<file path="src/rtl/rsse_pkg.sv">
// Constants for the reset state and sleep entry block.
// Assumes one 6 MHz system clock and a synchronous active-low reset.
// Functional notes
// - System clock from one fixed 6MHz oscillator
// - Sleep gates system clock, watchdog clock runs
// - Configuration option turns watchdog oscillator off
// - Only sleep instruction enters sleep
// - Sleep stops oscillator, halts program there
// - Sleep keeps memory and registers unchanged
// - Sleep clears watchdog counter if enabled
// - Sleep keeps port values and directions
// - Sleep sets sleep flag, clears timeout flag
// - Working register unknown at power-on, else kept
// - Status top bits follow cause table
// - Interrupt control clears except sleep timeout
// - Timer control resets 00-01 except sleep timeout
// - Port data/direction all ones except sleep timeout
// - System control 0100 0x00, bit2 undefined
// - Period timer clears except sleep timeout
// - Serial config clears; sleep timeout keeps low nibble
// - Serial bus control 0110 0000 except sleep timeout
// - Top status bits are timeout and sleep flags
// - Sleep timeout resets only counter and stack; code also clears system control bit2 and serial config high nibble
package rsse_pkg;
	typedef enum logic [2:0] {
		RSSE_CAUSE_NONE,
		RSSE_CAUSE_POWER_ON,
		RSSE_CAUSE_WDT_RUN,
		RSSE_CAUSE_PIN_RUN,
		RSSE_CAUSE_PIN_SLEEP,
		RSSE_CAUSE_WDT_SLEEP
	} rsse_cause_t;

	localparam int          RSSE_PORT_COUNT    = 5;
	localparam logic [7:0]  RSSE_PCL_RESET     = 8'h00;
	localparam logic [6:0]  RSSE_INTERRUPT_CONTROL_RESET    = 7'h00;
	localparam logic [6:0]  RSSE_INTERRUPT_CONTROL_MASK     = 7'h7F;
	localparam logic [4:0]  RSSE_TIMER_CONTROL_RESET    = 5'h01;
	localparam logic [4:0]  RSSE_TIMER_CONTROL_MASK     = 5'h1B;
	localparam logic [7:0]  RSSE_PORT_RESET    = 8'hFF;
	localparam logic [2:0]  RSSE_WATCHDOG_SELECT_RESET    = 3'h7;
	localparam logic [7:0]  RSSE_SYSTEM_CONTROL_RESET    = 8'h40;
	localparam int          RSSE_SYSTEM_CONTROL_UNDEF    = 2;
	localparam logic [7:0]  RSSE_PTR_RESET     = 8'h00;
	localparam logic [7:0]  RSSE_SERIAL_PORT_CONFIG_RESET    = 8'h00;
	localparam logic [7:0]  RSSE_SERIAL_PORT_CONFIG_KEEP     = 8'h0F;
	localparam logic [7:0]  RSSE_SERIAL_BUS_CONTROL_RESET    = 8'h60;
	localparam int          RSSE_STAT_TO_BIT   = 5;
	localparam int          RSSE_STAT_PDF_BIT  = 4;
	localparam int          RSSE_SYNC_STAGES   = 2;
	localparam int          RSSE_WDT_WIDTH     = 13;
	localparam int          RSSE_SYS_HZ        = 6000000;
endpackage

</file>
<file path="src/rtl/rsse_sync.sv">
// Two-flop synchroniser for pin levels.
// Assumes input arrives asynchronously to clk_i.
`timescale 1ns/1ps
module rsse_sync #(
	parameter int WIDTH = 1
) (
	// Clock and reset
	input  wire logic             clk_i,
	input  wire logic             reset_n_i,
	// Data
	input  wire logic [WIDTH-1:0] async_i,
	output logic      [WIDTH-1:0] sync_o
);
	logic [WIDTH-1:0] meta_q;

	always_ff @(posedge clk_i)
	begin
		if (!reset_n_i)
		begin
			meta_q <= '0;
			sync_o <= '0;
		end
		else
		begin
			meta_q <= async_i;
			sync_o <= meta_q;
		end
	end
endmodule

</file>
<file path="src/rtl/rsse_wdt_counter.sv">
// Watchdog counter clocked by enable pulses from the watchdog oscillator.
// Assumes tick_i is already synchronised and one cycle long.
`timescale 1ns/1ps
module rsse_wdt_counter #(
	parameter int WIDTH = rsse_pkg::RSSE_WDT_WIDTH
) (
	// Clock and reset
	input  wire logic clk_i,
	input  wire logic reset_n_i,
	// Control
	input  wire logic enable_i,
	input  wire logic clear_i,
	input  wire logic tick_i,
	// Status
	output logic      overflow_o
);
	logic [WIDTH-1:0] count_q;

	always_ff @(posedge clk_i)
	begin
		if (!reset_n_i || clear_i || !enable_i)
			count_q <= '0;
		else if (tick_i)
			count_q <= count_q + 1'b1;
	end

	// Pulse once on wrap, never while held clear
	always_ff @(posedge clk_i)
	begin
		if (!reset_n_i || clear_i || !enable_i)
			overflow_o <= 1'b0;
		else
			overflow_o <= tick_i && (&count_q);
	end
endmodule

</file>
<file path="src/rtl/rsse_top.sv">
// Reset cause classifier, special register reset loader and sleep entry.
// Assumes the core supplies write strobes and a one-cycle sleep instruction pulse.
`timescale 1ns/1ps
module rsse_top #(
	parameter int PORTS = rsse_pkg::RSSE_PORT_COUNT
) (
	// Clock and reset
	input  wire logic               clk_i,
	input  wire logic               reset_n_i,
	// Reset sources
	input  wire logic               power_on_i,
	input  wire logic               external_clear_pin_n_i,
	// Configuration option and watchdog oscillator tick
	input  wire logic               wdt_osc_enable_i,
	input  wire logic               wdt_osc_tick_i,
	// Core events
	input  wire logic               sleep_instr_i,
	input  wire logic               wake_i,
	input  wire logic               clr_wdt_i,
	// Core register writes
	input  wire logic               write_i,
	input  wire logic [3:0]         write_sel_i,
	input  wire logic [7:0]         write_data_i,
	input  wire logic [2:0]         write_port_i,
	// Register images
	output logic      [7:0]         program_counter_low_o,
	output logic      [7:0]         working_register_o,
	output logic      [7:0]         status_o,
	output logic      [7:0]         interrupt_control_o,
	output logic      [7:0]         timer_control_o,
	output logic      [PORTS*8-1:0] port_data_o,
	output logic      [PORTS*8-1:0] port_direction_o,
	output logic      [7:0]         watchdog_select_o,
	output logic      [7:0]         system_control_o,
	output logic      [7:0]         period_timer_count_o,
	output logic      [7:0]         serial_port_config_o,
	output logic      [7:0]         serial_bus_control_o,
	// Clock and state
	output logic                    sys_clk_run_o,
	output logic                    sleeping_o,
	output logic                    wdt_running_o,
	output logic                    reset_pulse_o,
	output logic      [2:0]         reset_cause_o
);
	// Write select codes for the core port
	localparam logic [3:0] SEL_ACC  = 4'h0;
	localparam logic [3:0] SEL_STAT = 4'h1;
	localparam logic [3:0] SEL_INTERRUPT_CONTROL = 4'h2;
	localparam logic [3:0] SEL_TIMER_CONTROL = 4'h3;
	localparam logic [3:0] SEL_PD   = 4'h4;
	localparam logic [3:0] SEL_PDIR = 4'h5;
	localparam logic [3:0] SEL_WATCHDOG_SELECT = 4'h6;
	localparam logic [3:0] SEL_SYSTEM_CONTROL = 4'h7;
	localparam logic [3:0] SEL_PTR  = 4'h8;
	localparam logic [3:0] SEL_SERIAL_PORT_CONFIG = 4'h9;
	localparam logic [3:0] SEL_SERIAL_BUS_CONTROL = 4'hA;
	localparam logic [3:0] SEL_PCL  = 4'hB;

	logic              pin_s;
	logic              pin_q;
	logic              wdt_tick_s;
	logic              wdt_tick_q;
	logic              wdt_overflow;
	logic              sleep_q;
	logic              wdt_clear;
	logic              pin_fall;
	rsse_pkg::rsse_cause_t cause_d;
	rsse_pkg::rsse_cause_t cause_q;
	logic              full_reset;
	logic              wdt_sleep;

	function automatic logic wr_hit(input logic [3:0] sel);
		wr_hit = write_i && (write_sel_i == sel) && !sleep_q;
	endfunction

	// Pin inverted so its idle level matches the synchroniser reset value
	rsse_sync #(.WIDTH(2)) u_sync (
		.clk_i     (clk_i),
		.reset_n_i (reset_n_i),
		.async_i   ({!external_clear_pin_n_i, wdt_osc_tick_i}),
		.sync_o    ({pin_s, wdt_tick_s})
	);

	// Edge detect on the synchronised copies only
	always_ff @(posedge clk_i)
	begin
		if (!reset_n_i)
		begin
			pin_q      <= 1'b0;
			wdt_tick_q <= 1'b0;
		end
		else
		begin
			pin_q      <= pin_s;
			wdt_tick_q <= wdt_tick_s;
		end
	end

	assign pin_fall  = pin_s && !pin_q;
	// Watchdog cleared by sleep entry, its instruction, or a pin reset
	assign wdt_clear = (sleep_instr_i && !sleep_q) || clr_wdt_i || pin_fall;

	rsse_wdt_counter u_wdt (
		.clk_i      (clk_i),
		.reset_n_i  (reset_n_i),
		.enable_i   (wdt_osc_enable_i && (watchdog_select_o[2:0] != 3'h0)),
		.clear_i    (wdt_clear),
		.tick_i     (wdt_tick_s && !wdt_tick_q),
		.overflow_o (wdt_overflow)
	);

	// Cause priority: power-on over pin over watchdog
	always_comb
	begin
		cause_d = rsse_pkg::RSSE_CAUSE_NONE;
		if (power_on_i)
			cause_d = rsse_pkg::RSSE_CAUSE_POWER_ON;
		else if (pin_fall)
			cause_d = sleep_q ? rsse_pkg::RSSE_CAUSE_PIN_SLEEP
			                  : rsse_pkg::RSSE_CAUSE_PIN_RUN;
		else if (wdt_overflow && (!sleep_q || period_timer_count_o == 8'h00))
			cause_d = sleep_q ? rsse_pkg::RSSE_CAUSE_WDT_SLEEP
			                  : rsse_pkg::RSSE_CAUSE_WDT_RUN;
	end

	assign full_reset = !reset_n_i || (cause_d != rsse_pkg::RSSE_CAUSE_NONE
	                    && cause_d != rsse_pkg::RSSE_CAUSE_WDT_SLEEP);
	assign wdt_sleep  = reset_n_i && (cause_d == rsse_pkg::RSSE_CAUSE_WDT_SLEEP);

	always_ff @(posedge clk_i)
	begin
		if (!reset_n_i)
		begin
			cause_q       <= rsse_pkg::RSSE_CAUSE_POWER_ON;
			reset_pulse_o <= 1'b1;
		end
		else
		begin
			if (cause_d != rsse_pkg::RSSE_CAUSE_NONE)
				cause_q <= cause_d;
			reset_pulse_o <= (cause_d != rsse_pkg::RSSE_CAUSE_NONE);
		end
	end

	assign reset_cause_o = cause_q;

	// Sleep only via the instruction; any reset or wake ends it
	always_ff @(posedge clk_i)
	begin
		if (!reset_n_i || cause_d != rsse_pkg::RSSE_CAUSE_NONE || wake_i)
			sleep_q <= 1'b0;
		else if (sleep_instr_i)
			sleep_q <= 1'b1;
	end

	// Gating the 6MHz core clock; watchdog path stays live
	always_ff @(posedge clk_i)
	begin
		if (!reset_n_i)
		begin
			sleeping_o    <= 1'b0;
			sys_clk_run_o <= 1'b1;
			wdt_running_o <= 1'b0;
		end
		else
		begin
			sleeping_o    <= sleep_q;
			sys_clk_run_o <= !sleep_q;
			wdt_running_o <= wdt_osc_enable_i;
		end
	end

	always_ff @(posedge clk_i)
	begin
		if (full_reset || wdt_sleep)
			program_counter_low_o <= rsse_pkg::RSSE_PCL_RESET;
		else if (wr_hit(SEL_PCL))
			program_counter_low_o <= write_data_i;
	end

	// Unknown at power-on: loaded zero, kept on all other causes
	always_ff @(posedge clk_i)
	begin
		if (!reset_n_i || cause_d == rsse_pkg::RSSE_CAUSE_POWER_ON)
			working_register_o <= 8'h00;
		else if (wr_hit(SEL_ACC))
			working_register_o <= write_data_i;
	end

	// Flag events win over software writes to status
	always_ff @(posedge clk_i)
	begin
		if (!reset_n_i)
			status_o <= 8'h00;
		else
		begin
			unique case (cause_d)
				rsse_pkg::RSSE_CAUSE_POWER_ON:
					status_o <= 8'h00;
				rsse_pkg::RSSE_CAUSE_WDT_RUN:
					status_o[rsse_pkg::RSSE_STAT_TO_BIT] <= 1'b1;
				rsse_pkg::RSSE_CAUSE_PIN_SLEEP:
				begin
					status_o[rsse_pkg::RSSE_STAT_TO_BIT]  <= 1'b0;
					status_o[rsse_pkg::RSSE_STAT_PDF_BIT] <= 1'b1;
				end
				rsse_pkg::RSSE_CAUSE_WDT_SLEEP:
				begin
					status_o[rsse_pkg::RSSE_STAT_TO_BIT]  <= 1'b1;
					status_o[rsse_pkg::RSSE_STAT_PDF_BIT] <= 1'b1;
				end
				rsse_pkg::RSSE_CAUSE_PIN_RUN:
					status_o <= status_o;
				default:
				begin
					if (sleep_instr_i && !sleep_q)
					begin
						status_o[rsse_pkg::RSSE_STAT_PDF_BIT] <= 1'b1;
						status_o[rsse_pkg::RSSE_STAT_TO_BIT]  <= 1'b0;
					end
					else if (clr_wdt_i)
					begin
						status_o[rsse_pkg::RSSE_STAT_PDF_BIT] <= 1'b0;
						status_o[rsse_pkg::RSSE_STAT_TO_BIT]  <= 1'b0;
					end
					else if (wr_hit(SEL_STAT))
						status_o[3:0] <= write_data_i[3:0];
				end
			endcase
		end
	end

	always_ff @(posedge clk_i)
	begin
		if (full_reset)
			interrupt_control_o <= {1'b0, rsse_pkg::RSSE_INTERRUPT_CONTROL_RESET};
		else if (wr_hit(SEL_INTERRUPT_CONTROL))
			interrupt_control_o <= {1'b0, write_data_i[6:0] & rsse_pkg::RSSE_INTERRUPT_CONTROL_MASK};
	end

	always_ff @(posedge clk_i)
	begin
		if (full_reset)
			timer_control_o <= {3'h0, rsse_pkg::RSSE_TIMER_CONTROL_RESET};
		else if (wr_hit(SEL_TIMER_CONTROL))
			timer_control_o <= {3'h0, write_data_i[4:0] & rsse_pkg::RSSE_TIMER_CONTROL_MASK};
	end

	genvar gi;
	generate
		for (gi = 0; gi < PORTS; gi++)
		begin : g_port
			always_ff @(posedge clk_i)
			begin
				if (full_reset)
				begin
					port_data_o[gi*8 +: 8]      <= rsse_pkg::RSSE_PORT_RESET;
					port_direction_o[gi*8 +: 8] <= rsse_pkg::RSSE_PORT_RESET;
				end
				else if (write_port_i == 3'(gi))
				begin
					// Sleep blocks writes, so pins hold their state
					if (wr_hit(SEL_PD))
						port_data_o[gi*8 +: 8] <= write_data_i;
					if (wr_hit(SEL_PDIR))
						port_direction_o[gi*8 +: 8] <= write_data_i;
				end
			end
		end
	endgenerate

	always_ff @(posedge clk_i)
	begin
		if (full_reset)
			watchdog_select_o <= {5'h00, rsse_pkg::RSSE_WATCHDOG_SELECT_RESET};
		else if (wr_hit(SEL_WATCHDOG_SELECT))
			watchdog_select_o <= {5'h00, write_data_i[2:0]};
	end

	// Undefined bit driven zero on both paths
	always_ff @(posedge clk_i)
	begin
		if (full_reset)
			system_control_o <= rsse_pkg::RSSE_SYSTEM_CONTROL_RESET;
		else if (wdt_sleep)
			system_control_o[rsse_pkg::RSSE_SYSTEM_CONTROL_UNDEF] <= 1'b0;
		else if (wr_hit(SEL_SYSTEM_CONTROL))
			system_control_o <= write_data_i;
	end

	always_ff @(posedge clk_i)
	begin
		if (full_reset)
			period_timer_count_o <= rsse_pkg::RSSE_PTR_RESET;
		else if (wr_hit(SEL_PTR))
			period_timer_count_o <= write_data_i;
	end

	always_ff @(posedge clk_i)
	begin
		if (full_reset)
			serial_port_config_o <= rsse_pkg::RSSE_SERIAL_PORT_CONFIG_RESET;
		else if (wdt_sleep)
			serial_port_config_o <= serial_port_config_o & rsse_pkg::RSSE_SERIAL_PORT_CONFIG_KEEP;
		else if (wr_hit(SEL_SERIAL_PORT_CONFIG))
			serial_port_config_o <= write_data_i;
	end

	always_ff @(posedge clk_i)
	begin
		if (full_reset)
			serial_bus_control_o <= rsse_pkg::RSSE_SERIAL_BUS_CONTROL_RESET;
		else if (wr_hit(SEL_SERIAL_BUS_CONTROL))
			serial_bus_control_o <= write_data_i;
	end
endmodule

</file>
<file path="config.mk">
export PLATFORM = sky130hd
export DESIGN_NAME = rsse_top
export DESIGN_NICKNAME = d
export VERILOG_FILES = /design/src/rtl/rsse_pkg.sv /design/src/rtl/rsse_sync.sv /design/src/rtl/rsse_wdt_counter.sv /design/src/rtl/rsse_top.sv
export SDC_FILE = /design/constraint.sdc
export NUM_CORES = 1
export LEC_CHECK = 0
export BUFFER_PORTS_ARGS = -buffer_cell sky130_fd_sc_hd__buf_2
export CAP_MARGIN = 0
export CORE_MARGIN = 3
export CORE_UTILIZATION = 52
export CTS_CLUSTER_SIZE = 14
export DETAILED_ROUTE_END_ITERATION = 7
export PLACE_DENSITY = 0.86
export REMOVE_ABC_BUFFERS = 1
export SETUP_SLACK_MARGIN = 0.3
export SKIP_CTS_REPAIR_TIMING = 1
export SYNTH_ARGS = -nofsm -noshare
export SYNTH_HDL_FRONTEND = slang
export SYNTH_HIERARCHICAL = 1
export SYNTH_SLANG_ARGS = --single-unit
</file>
<file path="constraint.sdc">
create_clock -name clk_i -period 2.1 [get_ports clk_i]
set_clock_uncertainty 0.1 [all_clocks]
set_input_delay 0.42 -clock clk_i [delete_from_list [all_inputs] [get_ports clk_i]]
set_output_delay 0.42 -clock clk_i [all_outputs]
set_load 0.005 [all_outputs]
</file>
Word-level counts from Yosys, hierarchy flattened
Cells that the tools add are included.
{ "totals": {"reg_bits": 176, "in_bits": 25, "output_inout_bits": 167, "wordCells": 155} }
{ "op_classes": {"add_sub_neg": 1, "n_eq_ne": 23, "mux": 13, "n_bitwise": 4, "reduce_logical": 78} }
{ "op_table": {"columns": ["op", "count"], "rows": [
  ["$logic_and A1 B1 Y1", 32],
  ["$reduce_and A2 Y1", 14],
  ["$eq A4 B3 Y1 const B", 4],
  ["$eq A4 B4 Y1 const B", 4],
  ["$mux W3", 5],
  ["$add A13 B1 Y13 const B", 1],
  ["$reduce_and A13 Y1", 1],
  ["$eq A3 B2 Y1 const B", 4],
  ["$mux W4", 3],
  ["$logic_or A1 B1 Y1", 10],
  ["$reduce_or A2 Y1", 5],
  ["$eq A3 B3 Y1 const B", 3],
  ["$eq A4 B2 Y1 const B", 2],
  ["$logic_not A8 Y1", 1],
  ["$pmux W4 S2", 1],
  ["$reduce_bool A4 Y1", 2],
  ["$eq A3 B1 Y1 const B", 2],
  ["$logic_not A1 Y1", 6],
  ["$pmux W1 S3", 2],
  ["$reduce_bool A3 Y1", 2],
  ["$eq A4 B1 Y1 const B", 1],
  ["$logic_not A4 Y1", 1],
  ["$mux W2", 2],
  ["$not A1 Y1", 4],
  ["7 further kinds", 7]
]} }

Longest topological paths before layout
{ "depth": {"ltp_word": 10, "mapped_depth": 7, "ltp_nobuf": 5} }

By module
The synthesis kept the hierarchy.
{ "by_module_without_submodules": {"columns": ["mod", "n_inst", "cells_per_inst", "area_each_um2", "seq_area_each_um2"], "rows": [
  ["rsse_top", 1, 641, 6238.5, 3163.0],
  ["rsse_wdt_counter", 1, 72, 643.1, 280.3],
  ["rsse_sync", 1, 8, 105.1, 80.1]
]} }

Least setup slack after synthesis
No wires, ideal clock.
{ "synth_timing": {"path_kind": "register -> register", "from": "reg sleep_q", "to": "reg u_wdt.count_q[12]", "setup_time_ns": 0.072, "arrival_ns": 1.609, "required_time_ns": 1.928, "slack_ns": 0.320, "path_stages_with_launch": 8, "path_buffers": 2, "synth_period_minus_slack_ns": 1.780, "cell_sequence": "dfxtp_1 -> buf_2 -> nor2b_1 -> or3_1 -> and3b_1 -> clkbuf_1 -> nand2b_1 -> mux2i_1"} }
{ "synth_via": {"elab_chain_cells": 6} }
{ "synth_rtl": {"columns": ["item", "line", "source"], "rows": [
  ["start, declared", "rsse_top.sv:64", "logic sleep_q;"],
  ["start signal, assigned", "rsse_top.sv:151", "sleep_q <= 1'b0;"],
  ["start signal, assigned", "rsse_top.sv:153", "sleep_q <= 1'b1;"],
  ["$logic_not A1 Y1", "rsse_top.sv:101", "assign wdt_clear = (sleep_instr_i && !sleep_q) || clr_wdt_i || pin_fall;"],
  ["$logic_and A1 B1 Y1", "rsse_top.sv:101", null],
  ["$logic_or A1 B1 Y1 (2 in series)", "rsse_top.sv:101", null],
  ["via wdt_clear", "rsse_top.sv:65", "logic wdt_clear;"],
  ["$logic_or A1 B1 Y1 (2 in series)", "rsse_wdt_counter.sv:21", "if (!reset_n_i || clear_i || !enable_i)"],
  ["end signal, assigned", "rsse_wdt_counter.sv:24", "count_q <= count_q + 1'b1;"],
  ["end, declared", "rsse_wdt_counter.sv:17", "logic [WIDTH-1:0] count_q;"]
]} }
The timed path passes the listed nets, and every way through them passes these cells.
A chain may end at the register's enable or synchronous reset.

Worst setup path after layout
{ "layout_timing": {"from": "reg sleep_q", "to": "reg port_data_o[1]"} }
{ "layout_via": {"elab_chain_cells": 9, "word_cells_on_any_way": 14, "classes_between": "1 x eq/ne; 5 x mux; 8 x reduce/logical"} }
{ "layout_rtl": {"columns": ["item", "line", "source"], "rows": [
  ["$logic_not A1 Y1", "rsse_top.sv:73, rsse_top.sv:121", null],
  ["$logic_or A1 B1 Y1", "rsse_top.sv:121", "else if (wdt_overflow && (!sleep_q || period_timer_count_o == 8'h00))"],
  ["$logic_and A1 B1 Y1", "rsse_top.sv:121", null],
  ["$mux W3", "rsse_top.sv:121", null],
  ["$mux W3", "rsse_top.sv:118", "else if (pin_fall)"],
  ["$mux W3", "rsse_top.sv:116", "if (power_on_i)"],
  ["$ne A3 B3 Y1 / $reduce_bool A3 Y1 (equally long branches)", "rsse_top.sv:127, rsse_top.sv:126", null],
  ["$logic_and A1 B1 Y1", "rsse_top.sv:127", "&& cause_d != rsse_pkg::RSSE_CAUSE_WDT_SLEEP);"],
  ["$logic_or A1 B1 Y1", "rsse_top.sv:126", "assign full_reset = !reset_n_i || (cause_d != rsse_pkg::RSSE_CAUSE_NONE"],
  ["end signal, assigned by index", "rsse_top.sv:257", "port_data_o[gi*8 +: 8] <= rsse_pkg::RSSE_PORT_RESET;"],
  ["end signal, assigned by index", "rsse_top.sv:264", "port_data_o[gi*8 +: 8] <= write_data_i;"],
  ["end, declared", "rsse_top.sv:31", "output logic [PORTS*8-1:0] port_data_o,"]
]} }
Parallel ways exist; a longest one is shown, timed or not.

==> qor.yml <==
die_w_um: 121.9
cp_max_fo: 8
rsz0062_at_grt: "true"
yosysWarnings: 6
yosysSeqAreaShare_pct: 50.43
setup_viol: 0
fin_crit_ns: 1.766
avgViaCountPerCell: 5.414
arrival_ns: 1.98
tightest_slew_ns: 0.5523
async_flop_share_pct: 0
initial_core_util_pct: 54.26
startpoint: "sleep_q"
synth_edf_count: 0
timing.hold.ws_ns: 0.04366
multi_input_area_mm2: 0.003174
worstHoldPathType: "input pin to register"
switching_power_mw: 1.623
critPathRequiredTime_ns: 2.31
clk_latency_ns: 0.43
path_clk_slew_ns: 0.07
root_buffer: "clkbuf_16"
die_h_um: 121.9
r2r_start: "sleep_q"
first_global_vias: 5636
p_seq_share_pct: 48.7
grt_max_degree: 67
clkPwrFrac_pct: 46.1
ant_nets: 0
hold_violations: 0
layout_setup_ws_ns: 0.3341
place_ws_ns: 0.1253
antenna_cells: 0
max-vdd-ir-drop_mv: 0.6289
slew_headroom_pct: 63.18
synth_area_mm2: 0.006987
synthFlopType: "dfxtp_1"
power_density_mw_per_mm2: 790.5
p_leak_nw: 3.647
status: "finished clean"
drive_above_1_share_pct: 29.63
drt-total-wl_um: 19330
p_int_mw: 5.283
critical_path_class: "register to register"
io_pins: 192
register_area_mm2: 0.003527
critPathLaunchType: "register"
core_area_mm2: 0.01288
grt.overflow.total: 0
cts.sinks: 176
first_pass_iters: 5
min_from: "wake_i"
fillers: 980
dieArea_mm2: 0.01486
synthToLayoutAreaGrowth_pct: 25.04
finalNetCount: 921
sw_frac_of_total_pct: 23.50
final_max_slew_viol_count: 0
route.vias.total: 5847
end_kind: "register"
numCtsBuffers: 17
std_cell_rows: 41
place.gp.congestion: 0.8360
timing.fmax_mhz: 566.3
dp_hpwl_um: 12690
antenna_found_initial: 0
postSynthAreaPerCell_um2: 9.690
drt_iter0_drc: 432
grt_usage_pct: 25.63
maxCapViolations: 0
portBuffers: 179
htree_levels: 4
yosysUniqueCellTypes: 56
syn_inst: 721
wl_per_cell_um: 17.90
p_comb_share_pct: 5.3
drc: 0
grt_first_pass_wirelength_um: 29430
fin_util_pct: 67.85
cts_tree: "yes"
post-route-period-util_pct: 84.09
ys_ff_latch: 176
clock_path_buffers: 2
[power groups by stage]
stage | logic [mW] | clock network (mW) | registers [mW]
4_1_cts | 0.350 | 3.21 | 3.36
3_3_place_gp | 0.344 | 0 | 3.44
6_report | 0.364 | 3.18 | 3.36
3_5_place_dp | 0.347 | 0 | 3.44
2_1_floorplan | 0.151 | 0 | 3.44
5_1_grt | 0.390 | 3.36 | 3.36
[layout by cell type, fill, tap and decap left out, types with 8 or more instances in the layout]
cell       netlist  layout
buf_4           16      22
dfxtp_1        176     175
conb_1           1      12
nand2_1        143     143
mux2i_1        105     103
nand4_1         10      10
nand3_1         50      50
nor2_1          29      29
clkbuf_16        0      17
buf_2           19     179
o31ai_1          8       8
and2_1           8       8
a21oi_1         47      47
[synthesized netlist by cell type, drive strengths merged (2+ instances only)]
cell type,count,share of area (%)
and4b,2,0.29
nor2b,6,0.68
nor3,4,0.45
buf,42,4.2
nand2b,7,0.63
nand4,14,2.1
nor4,4,0.36
nor2,32,2.1
dfxtp,176,50
a21oi,48,3.5
xnor2,2,0.25
nand2,144,7.8
nand3,52,4.1
and2,8,0.72
o21ai,4,0.29
nor4b,4,0.68
mux2i,105,15
and4bb,2,0.36
a31oi,2,0.18
inv,4,0.21
xor2,2,0.25
and3,2,0.18
or3,2,0.18
o31ai,8,0.86
clkbuf,23,1.2
or4,5,0.59
and2b,2,0.21
[per-layer routing]
| metal | global-route usage [%] | up-vias | part of all wire [%] |
|---|---|---|---|
| met5 | 0 | - | 0 |
| met4 | 9.944 | 0 | 1.9 |
| met3 | 9.424 | 23 | 8.8 |
| met2 | 42.58 | 245 | 49 |
| met1 | 30.25 | 2785 | 40 |
| li1 | - | 2794 | - |
[cells by family after synthesis]
group / after synthesis / share of synthesized area (%)
DFF: 176 / 50.43
xor gates and xnor gates: 4 / 0.5015
muxes: 105 / 15.04
AOI/OAI and AO/OA: 69 / 5.624
other: 1 / 0.05367
adders and majority gates: 1 / 0.1791
and+or+nand+nor: 296 / 22.51
buffers and inverters: 69 / 5.659
[critical path, cell delays in order, from the launching register on]
cell	delay, ns
dfxtp_4	0.37
and4bb_1	0.32
buf_12	0.15
and4b_1	0.24
buf_12	0.15
mux2i_2	0.23
nand2_1	0.08
[sequential cells by signal, summed over array words and instances (netlist names), 2 cells and up]
| register | count |
|---|---|
| port_data_o | 40 |
| port_direction_o | 40 |
| u_wdt/count_q | 13 |
| period_timer_count_o | 8 |
| program_counter_low_o | 8 |
| serial_bus_control_o | 8 |
| serial_port_config_o | 8 |
| system_control_o | 8 |
| working_register_o | 8 |
| interrupt_control_o | 7 |
| status_o | 6 |
| timer_control_o | 4 |
| reset_cause_o | 3 |
| watchdog_select_o | 3 |
| u_sync/meta_q | 2 |
| u_sync/sync_o | 2 |
[stage by stage]
| step | total power [mW] | setup TNS, ns | instance area (µm²) | cells |
|---|---|---|---|---|
| after floorplan | 3.590 | -76.93 | 6648 | 667 |
| after global placement | 3.781 | 0 | 8035 | 1042 |
| after detailed placement | 3.785 | 0 | 8035 | 1042 |
| after CTS | 6.927 | 0 | 8627 | 1074 |
| after global routing | 7.112 | 0 | 8736 | 1080 |
| final | 6.906 | 0 | 8736 | 1080 |
[final cells by class]
class / count / share of cell area [%]
multi-input cells: 487 / 36.34
inverters: 4 / 0.1719
well taps: 172 / 2.463
flip-flops and latches: 176 / 40.38
clock buffers: 20 / 5.113
clock inverters: 12 / 1.661
repair buffers: 209 / 13.88
[path summary, 6_finish.rpt]
| kind | endpoint | slack, ns | cells after the start |
|---|---|---|---|
| max reg2reg | port_data_o[1] | 0.33 | 6 |
| min | sleep_q | 0.04 | 2 |
| min reg2reg | serial_bus_control_o[2] | 0.35 | 2 |
| max | port_data_o[1] | 0.33 | 6 |
(Power assumes the default switching activity.)
